$ cat src/core/osg_pkg.sv
// constants and carrier types for the oscillator standby output gating block
package osg_pkg;

  // internal oscillator clock
  localparam int unsigned OSG_CLK_PERIOD_NS = 8;

  // output clock shape in oscillator cycles (factory programmed divide)
  localparam int unsigned OSG_HALF_CYCLES = 4;
  localparam int unsigned OSG_PERIOD_CYCLES = 2 * OSG_HALF_CYCLES;
  localparam int unsigned OSG_PH_W = 3;
  localparam logic [OSG_PH_W-1:0] OSG_PH_LAST = OSG_PH_W'(OSG_PERIOD_CYCLES - 1);
  localparam logic [OSG_PH_W-1:0] OSG_PH_HALF = OSG_PH_W'(OSG_HALF_CYCLES);
  localparam logic [OSG_PH_W-1:0] OSG_PH_RESET = 3'h0;

  // startup settle: typical 75 ms, limit 150 ms; counts use the typical times
  localparam int unsigned OSG_STARTUP_TIME_MS = 75;
  localparam int unsigned OSG_STARTUP_LIMIT_MS = 150;
  // resume settle: typical 2 ms, limit 3 ms
  localparam int unsigned OSG_RESUME_TIME_MS = 2;
  localparam int unsigned OSG_RESUME_LIMIT_MS = 3;
  localparam int unsigned OSG_NS_PER_MS = 1000000;

  localparam int unsigned OSG_WAIT_W = 25;
  localparam logic [OSG_WAIT_W-1:0] OSG_STARTUP_CYCLES =
    OSG_WAIT_W'(OSG_STARTUP_TIME_MS * OSG_NS_PER_MS / OSG_CLK_PERIOD_NS);
  localparam logic [OSG_WAIT_W-1:0] OSG_RESUME_CYCLES =
    OSG_WAIT_W'(OSG_RESUME_TIME_MS * OSG_NS_PER_MS / OSG_CLK_PERIOD_NS);
  localparam logic [OSG_WAIT_W-1:0] OSG_WAIT_ZERO = 25'h0000000;

  // operating modes of the controller
  typedef enum logic [2:0] {
    OSG_MODE_POWERUP,
    OSG_MODE_ACTIVE,
    OSG_MODE_DRAIN,
    OSG_MODE_STANDBY,
    OSG_MODE_RESUME
  } osg_state_e;

  // controller to output gate
  typedef struct packed {
    logic run;     // synthesizer powered, divider counting
    logic en_req;  // output wanted
  } osg_gate_ctl_s;

  // output gate back to controller and pins
  typedef struct packed {
    logic idle;    // gate closed, safe to stop the divider
    logic out;     // clock level on the pin
    logic oe;      // pin driven
  } osg_gate_sts_s;

endpackage

$ cat src/core/osg_clk_gate.sv
// output divider and glitch-free clock gate
`timescale 1ns/1ps
module osg_clk_gate (
  input wire logic clk,
  input wire logic reset_n,
  input wire osg_pkg::osg_gate_ctl_s ctl,
  output osg_pkg::osg_gate_sts_s sts
);
  import osg_pkg::*;

  logic [OSG_PH_W-1:0] ph_q;
  logic [OSG_PH_W-1:0] ph_d;
  logic gate_q;
  logic gate_d;
  logic out_q;
  logic out_d;

  // divider phase; held at zero while the synthesizer is powered down
  always_comb begin
    ph_d = OSG_PH_RESET;
    if (ctl.run) begin
      ph_d = (ph_q == OSG_PH_LAST) ? OSG_PH_RESET : ph_q + 3'h1;
    end
  end

  // open only at the start of a high half, close only after a whole low half
  always_comb begin
    gate_d = gate_q;
    if (!gate_q && ctl.en_req && ctl.run && ph_d == OSG_PH_RESET) begin
      gate_d = 1'b1;
    end else if (gate_q && !ctl.en_req && ph_q == OSG_PH_LAST) begin
      gate_d = 1'b0;
    end
    out_d = gate_d && (ph_d < OSG_PH_HALF);
  end

  // registered so the pin never sees a decode glitch
  always_ff @(posedge clk) begin
    if (!reset_n) begin
      ph_q <= OSG_PH_RESET;
      gate_q <= 1'b0;
      out_q <= 1'b0;
    end else begin
      ph_q <= ph_d;
      gate_q <= gate_d;
      out_q <= out_d;
    end
  end

  assign sts.idle = !gate_q;
  assign sts.out = out_q;
  assign sts.oe = gate_q;

endmodule

$ cat src/core/osg_mode_ctrl.sv
// mode controller for the oscillator: startup, standby, resume and output gating
`timescale 1ns/1ps
module osg_mode_ctrl #(
  parameter logic [osg_pkg::OSG_WAIT_W-1:0] STARTUP_CYCLES = osg_pkg::OSG_STARTUP_CYCLES,
  parameter logic [osg_pkg::OSG_WAIT_W-1:0] RESUME_CYCLES = osg_pkg::OSG_RESUME_CYCLES
) (
  input wire logic clk,
  input wire logic reset_n,
  input wire logic standby_select,
  input wire logic blocks_ready,
  output logic clk_out,
  output logic clk_out_oe,
  output logic synth_pwr_en,
  output logic standby_mode
);
  import osg_pkg::*;

  logic sel_meta_q;
  logic sel_sync_q;
  osg_state_e state_q;
  osg_state_e state_d;
  logic [OSG_WAIT_W-1:0] wait_q;
  logic [OSG_WAIT_W-1:0] wait_d;
  logic pwr_q;
  logic pwr_d;
  logic stby_q;
  logic stby_d;
  osg_gate_ctl_s gate_ctl;
  osg_gate_sts_s gate_sts;

  // two-flop synchroniser; a floating pin resolves low outside
  always_ff @(posedge clk) begin
    if (!reset_n) begin
      sel_meta_q <= 1'b0;
      sel_sync_q <= 1'b0;
    end else begin
      sel_meta_q <= standby_select;
      sel_sync_q <= sel_meta_q;
    end
  end

  // mode sequencing; the wait counter counts down to zero
  always_comb begin
    state_d = state_q;
    wait_d = (wait_q != OSG_WAIT_ZERO) ? wait_q - 25'h0000001 : OSG_WAIT_ZERO;
    unique case (state_q)
      OSG_MODE_POWERUP: begin
        // output held off until the synthesizer has settled
        if (wait_q == OSG_WAIT_ZERO && blocks_ready) begin
          if (sel_sync_q) begin
            state_d = OSG_MODE_STANDBY;
          end else begin
            state_d = OSG_MODE_ACTIVE;
          end
        end
      end
      OSG_MODE_ACTIVE: begin
        if (sel_sync_q) begin
          state_d = OSG_MODE_DRAIN;
        end
      end
      OSG_MODE_DRAIN: begin
        // let the last cycle finish before powering down
        if (gate_sts.idle) begin
          state_d = OSG_MODE_STANDBY;
        end
      end
      OSG_MODE_STANDBY: begin
        if (!sel_sync_q) begin
          state_d = OSG_MODE_RESUME;
          wait_d = RESUME_CYCLES;
        end
      end
      OSG_MODE_RESUME: begin
        if (sel_sync_q) begin
          state_d = OSG_MODE_STANDBY;
        end else if (wait_q == OSG_WAIT_ZERO && blocks_ready) begin
          state_d = OSG_MODE_ACTIVE;
        end
      end
      default: begin
        state_d = OSG_MODE_POWERUP;
        wait_d = STARTUP_CYCLES;
      end
    endcase
    // everything but oscillator and select detection off in standby
    pwr_d = (state_d != OSG_MODE_STANDBY);
    stby_d = (state_d == OSG_MODE_STANDBY);
  end

  // registered mode state; reset is the power-on event
  always_ff @(posedge clk) begin
    if (!reset_n) begin
      state_q <= OSG_MODE_POWERUP;
      wait_q <= STARTUP_CYCLES;
      pwr_q <= 1'b1;
      stby_q <= 1'b0;
    end else begin
      state_q <= state_d;
      wait_q <= wait_d;
      pwr_q <= pwr_d;
      stby_q <= stby_d;
    end
  end

  // the gate only ever opens while active; drain keeps the divider running
  assign gate_ctl.run = pwr_q;
  assign gate_ctl.en_req = (state_q == OSG_MODE_ACTIVE);

  osg_clk_gate u_gate (
    .clk(clk),
    .reset_n(reset_n),
    .ctl(gate_ctl),
    .sts(gate_sts)
  );

  // pin drivers straight from the gate flops; weak pull-down lives outside
  assign clk_out = gate_sts.out;
  assign clk_out_oe = gate_sts.oe;
  assign synth_pwr_en = pwr_q;
  assign standby_mode = stby_q;
endmodule

$ cat config.mk
export PLATFORM = sky130hd
export DESIGN_NAME = osg_mode_ctrl
export DESIGN_NICKNAME = d
export VERILOG_FILES = /design/src/core/osg_pkg.sv /design/src/core/osg_clk_gate.sv /design/src/core/osg_mode_ctrl.sv
export SDC_FILE = /design/constraint.sdc
export NUM_CORES = 1
export LEC_CHECK = 0
export BUFFER_PORTS_ARGS = -buffer_cell sky130_fd_sc_hd__buf_2
export CORE_UTILIZATION = 45
export CTS_CLUSTER_DIAMETER = 60
export CTS_CLUSTER_SIZE = 8
export DETAILED_ROUTE_END_ITERATION = 16
export PLACE_DENSITY = 0.62
export SLEW_MARGIN = 20
export SYNTH_ARGS = -nofsm -noshare
export SYNTH_HDL_FRONTEND = slang
export SYNTH_SLANG_ARGS = --single-unit
$ cat constraint.sdc
create_clock -name clk -period 5.25 [get_ports clk]
set_input_delay 0.525 -clock clk [delete_from_list [all_inputs] [get_ports clk]]
set_output_delay 0.525 -clock clk [all_outputs]
set_load 0.005 [all_outputs]
## After elaboration in Yosys (flattened, before gate mapping)

Index checks and enable logic that the tools add are counted.

| word-level totals | value |
|---|---|
| register bits | 37 |
| bits in latches | 0 |
| memory bits (writable) | 0 |
| ROM bits | 0 |
| bits of input ports | 4 |
| output and inout bits | 4 |
| word-level logic and storage cells | 48 |
| memories kept | 0 |

| cells by class | value |
|---|---|
| $add $sub $neg | 2 |
| multiply operators | 0 |
| div/mod/pow operators | 0 |
| $lt $le $gt $ge | 1 |
| equality and inequality tests | 7 |
| shift-type cells | 0 |
| multiplexer cells | 15 |
| bitwise operators | 0 |
| reductions and logical operators | 14 |

Operator list:

| operator | count |
|---|---|
| 25-bit 2-to-1 mux | 2 |
| 25-bit case mux with 2 select lines | 1 |
| 25-bit zero test | 1 |
| 25-bit nonzero test | 1 |
| 25-bit by 1-bit subtractor with 25-bit output (second input constant) | 1 |
| 3-bit 2-to-1 mux | 8 |
| 3-bit case mux with 5 select lines | 1 |
| 3-bit by 2-bit == test with 1-bit output (second input constant) | 3 |
| 1-bit logical AND | 7 |
| 3-bit == test (second input constant) | 2 |
| 3-bit zero test | 2 |
| 4-bit OR reduction | 1 |
| 3-bit by 1-bit adder with 3-bit output (second input constant) | 1 |
| 3-bit by 1-bit == test with 1-bit output (second input constant) | 1 |
| 3-bit < comparator (second input constant) | 1 |
| 3-bit by 2-bit != test with 1-bit output (second input constant) | 1 |
| 1-bit zero test | 2 |
| 1-bit 2-to-1 mux | 2 |
| 2-bit 2-to-1 mux | 1 |

## Longest topological paths before layout

| depth | value |
|---|---|
| word-level depth | 7 |
| gate-level depth with buffers | 7 |
| gate-level depth less buffers | 6 |

## Hierarchy

A second synthesis with hierarchy kept.

| unflattened totals | value |
|---|---|
| cell total of the unflattened synthesis | 201 |
| area, all modules | 1778.0 sq um |

Modules (own cells, without submodules):

| module | times used | cells an instance | area each (sq um) | sequential area each (sq um) |
|---|---|---|---|---|
| osg_mode_ctrl | 1 | 181 | 1572.8 | 640.6 |
| osg_clk_gate | 1 | 20 | 205.2 | 100.1 |

## Worst setup path after synthesis

Ideal clock, no wire load.

| timing | value |
|---|---|
| kind | reg2reg |
| start | register wait_q[19] |
| end | register wait_q[10] |
| setup time | 124 ps |
| data arrival time | 1949 ps |
| required time | 5126 ps |
| slack | 3177 ps |
| cell stages (with the launch flop) | 7 |
| buffers on the path | 1 |
| period minus slack after synthesis | 2073 ps |
| cell sequence | dfxtp_1 > or3_1 > or4_4 > or4_1 > buf_2 > nand2_2 > o21ai_0 |

| on the way | value |
|---|---|
| longest elaborated chain between the ends | 4 |

Ends and longest elaborated chain:

| item | RTL line | source |
|---|---|---|
| start: declaration | osg_mode_ctrl.sv:22 | `logic [OSG_WAIT_W-1:0] wait_q;` |
| start signal: assignment | osg_mode_ctrl.sv:100 | `wait_q <= wait_d;` |
| 25-bit nonzero test * | osg_mode_ctrl.sv:45 | `wait_d = (wait_q != OSG_WAIT_ZERO) ? wait_q - 25'h0000001 : OSG_WAIT_ZERO;` |
| 25-bit 2-to-1 mux * | osg_mode_ctrl.sv:45 |  |
| 25-bit 2-to-1 mux | osg_mode_ctrl.sv:69 | `if (!sel_sync_q) begin` |
| 25-bit case mux with 2 select lines * | osg_mode_ctrl.sv:46 | `unique case (state_q)` |

Every way passes the cells marked *; elsewhere a longest branch is shown, timed or not.
A chain may end at the register's enable or synchronous reset.

## Worst setup path after layout

| timing | value |
|---|---|
| start | register wait_q[3] |
| end | register wait_q[8] |

| on the way | value |
|---|---|
| longest elaborated chain between the ends | 4 |
| elaborated cells on any way between the ends | 5 |
| classes of those cells | add/sub: 1; mux: 3; reduce/logical: 1 |

Ends and longest elaborated chain:

| item | RTL line |
|---|---|
| 25-bit by 1-bit subtractor with 25-bit output or 25-bit nonzero test (tied branches) | osg_mode_ctrl.sv:45 |
| 25-bit 2-to-1 mux * | osg_mode_ctrl.sv:45 |
| 25-bit 2-to-1 mux | osg_mode_ctrl.sv:69 |
| 25-bit case mux with 2 select lines * | osg_mode_ctrl.sv:46 |

Marked as above.

==> qor.csv <==
metric,value,unit
yosysSeqAreaShare,44.28,%
crit_required,5400,ps
crit_fanout,7,
skew,7.337,ps
cts_tree,yes,
arrival,2600,ps
cts-buffers-inserted,5,
setup_slack,2806,ps
final_nets,202,
initial_core_util,48.60,%
syn-num-nets,195,
final_hold_viol_count,0,
post-route-period-util,46.56,%
maxCapViolCount,0,
synth_largest_type_area_fraction,44.28,%
reg2reg_from,wait_q[3],
insertion_delay,290,ps
clkTransAtPathRegs,70,ps
avgViaCountPerCell,5.591,
port_buffers,7,
drc,0,
grt_start_max_net_pins,12,
antenna_found_initial,0,
p_leak,0.6215,nW
die-width,62.97,µm
fmax,409.1,MHz
finalMaxSlewViolations,0,
hold-path-endpoint,sel_meta_q,
finalSetupTns,0,ps
setup_viol,0,
place_ws,2856,ps
postCtsHoldBufs,0,
r2r_end,wait_q[8],
utilization,52.85,%
synthSimpleGateAreaFrac,28.05,%
dr.pass1.iters,4,
reg2reg_setup_slack,2810,ps
ys_ff_latch,37,
clockRootBuffer,clkbuf_8,
worst_slew_pin_slew,661.1,ps
core_area,0.003442,mm²
period_minus_slack,2444,ps
htree_levels,2,
synth_cell_type_count,41,
clock_sinks,37,
synth_compound_area_share,11.22,%
synth_top_family_by_area,simple AND/OR/NAND/NOR gates,
critPathSlowestCell,or4_1,
ir_worst_vdd,0.1513,mV
hp-start,standby_select,
fp.dieArea,0.003965,mm²
yosysWarnings,0,
hpwl,2.315,mm
wl_per_cell,13.35,µm
drtIter0Drc,95,
final_cell_mix,"37 x dfxtp_1, 20 x nor2_1, 14 x o21ai_0, 14 x xnor2_1, 11 x nor3_1",
grtUsageTotal,18.25,%
ys.flop_type,dfxtp_1,
drt_wl_total,3.230,mm
layout_commonest_cell,dfxtp_1,
hold_depth,2,
synth_area_leader_cell,dfxtp_1,
muxShareOfSynthArea,0.5984,%
startpoint_type,register,
vias,1353,
reg2reg_depth,5,
die_h,62.97,µm
gp_congestion,0.9051,
fillers,327,
synth_area,0.001673,mm²
min_path_type,input pin to register,
holdWs,451.2,ps
layout-drive-gt1-share,11.73,%
synth_fa_ha_area_share,2.244,%
synth-async-reset-ratio,0,%
path_delay_family,simple AND/OR/NAND/NOR gates,
slowest_delay,740,ps
synthXorXnorAreaFrac,10.99,%
n_antenna_cell,0,
row_count,21,
end_kind,register,
cts_resized,0,
grt_overflow,0,
rsz0062_at_grt,false,
synthCells,188,
post_cts.repair.setup_buffers,0,
ant_nets,0,
path_buf_inv,0,
path_cells,nor4_2 > nand2_1 > or4_1 > nand2_2 > o21ai_0,
synth_area_leaders,"dfxtp_1 44%, xnor2_1 7.3%, nor2_1 4.5%, o21ai_0 4.2%, xor2_1 3.7%",
crit_type,register to register,
area_growth,8.751,%
grt_pass1_vias,1282,
avgSynthCellArea,8.898,µm²
clk_path_buf_depth,2,
status,completed,
total_power,0.0005210,W
relSlewSlack,55.56,%
power.density,286.4,mW/mm²
grt_pass1_wl,5.671,mm
io_pins,8,
synth_edf_count,0,
report_power, final:
group / total (W) / switching (W) / leakage [nW] / internal, W
clock network: 0.000188 / 0.0000963 / 0.0450 / 0.0000919
logic: 0.0000342 / 0.0000198 / 0.276 / 0.0000144
registers: 0.000299 / 0.00000867 / 0.301 / 0.000290
registers in the layout, indices dropped and copies added, names as in the netlist:
signal	flops
sel_meta_q	1
sel_sync_q	1
standby_mode	1
state_q	3
synth_pwr_en	1
u_gate.gate_q	1
u_gate.out_q	1
u_gate.ph_q	3
wait_q	25
cells by family (layout without fill, tap and decap cells):
| logic type | after synthesis | after routing |
|---|---|---|
| compound gates | 32 | 32 |
| xor+xnor | 21 | 21 |
| fa+ha+maj | 3 | 3 |
| buf+inv | 11 | 19 |
| flops | 37 | 37 |
| mux | 1 | 1 |
| simple gates | 83 | 83 |
cell type report:
cell class | count | area [µm²] | area share, %
clock inverter | 2 | 10.01 | 0.5502
inverter | 4 | 15.01 | 0.8253
multi-input combinational | 140 | 888.4 | 48.83
timing repair buffer | 7 | 35.03 | 1.926
sequential | 37 | 740.7 | 40.72
clock buffer | 6 | 72.57 | 3.989
tap | 46 | 57.56 | 3.164
worst max-delay path by stage:
stage	cells after the start	slack [ps]	end	from
global placement	5	2980	wait_q[3]	wait_q[11]
finish	5	2810	wait_q[8]	wait_q[3]
global route	5	2660	wait_q[3]	wait_q[3]
CTS	5	2850	wait_q[18]	wait_q[3]
detailed placement	5	2860	wait_q[23]	wait_q[3]
floorplan	6	3180	wait_q[10]	wait_q[19]
per-layer routing:
metal  track usage (%)  share of wire (%)
met5                 0                  0
met4             7.267                1.7
met3             5.474                4.4
met2             26.48                 45
met1             24.97                 49
through the flow:
step | std cells | cell area, µm²
after detailed placement | 234 | 1737
final | 242 | 1819
after CTS | 242 | 1819
after global routing | 242 | 1819
after global placement | 234 | 1737
after floorplan | 188 | 1673
cell usage after synthesis, drive strengths merged, types with 3 or more instances:
cell    count
a21oi       6
and2        5
clkbuf      5
dfxtp      37
ha          3
inv         4
nand2      12
nand3       4
nand3b      5
nor2       21
nor3       11
nor4        7
o21a        3
o21ai      17
or3         3
or4         3
xnor2      14
xor2        7
(Power assumes the default switching activity.)
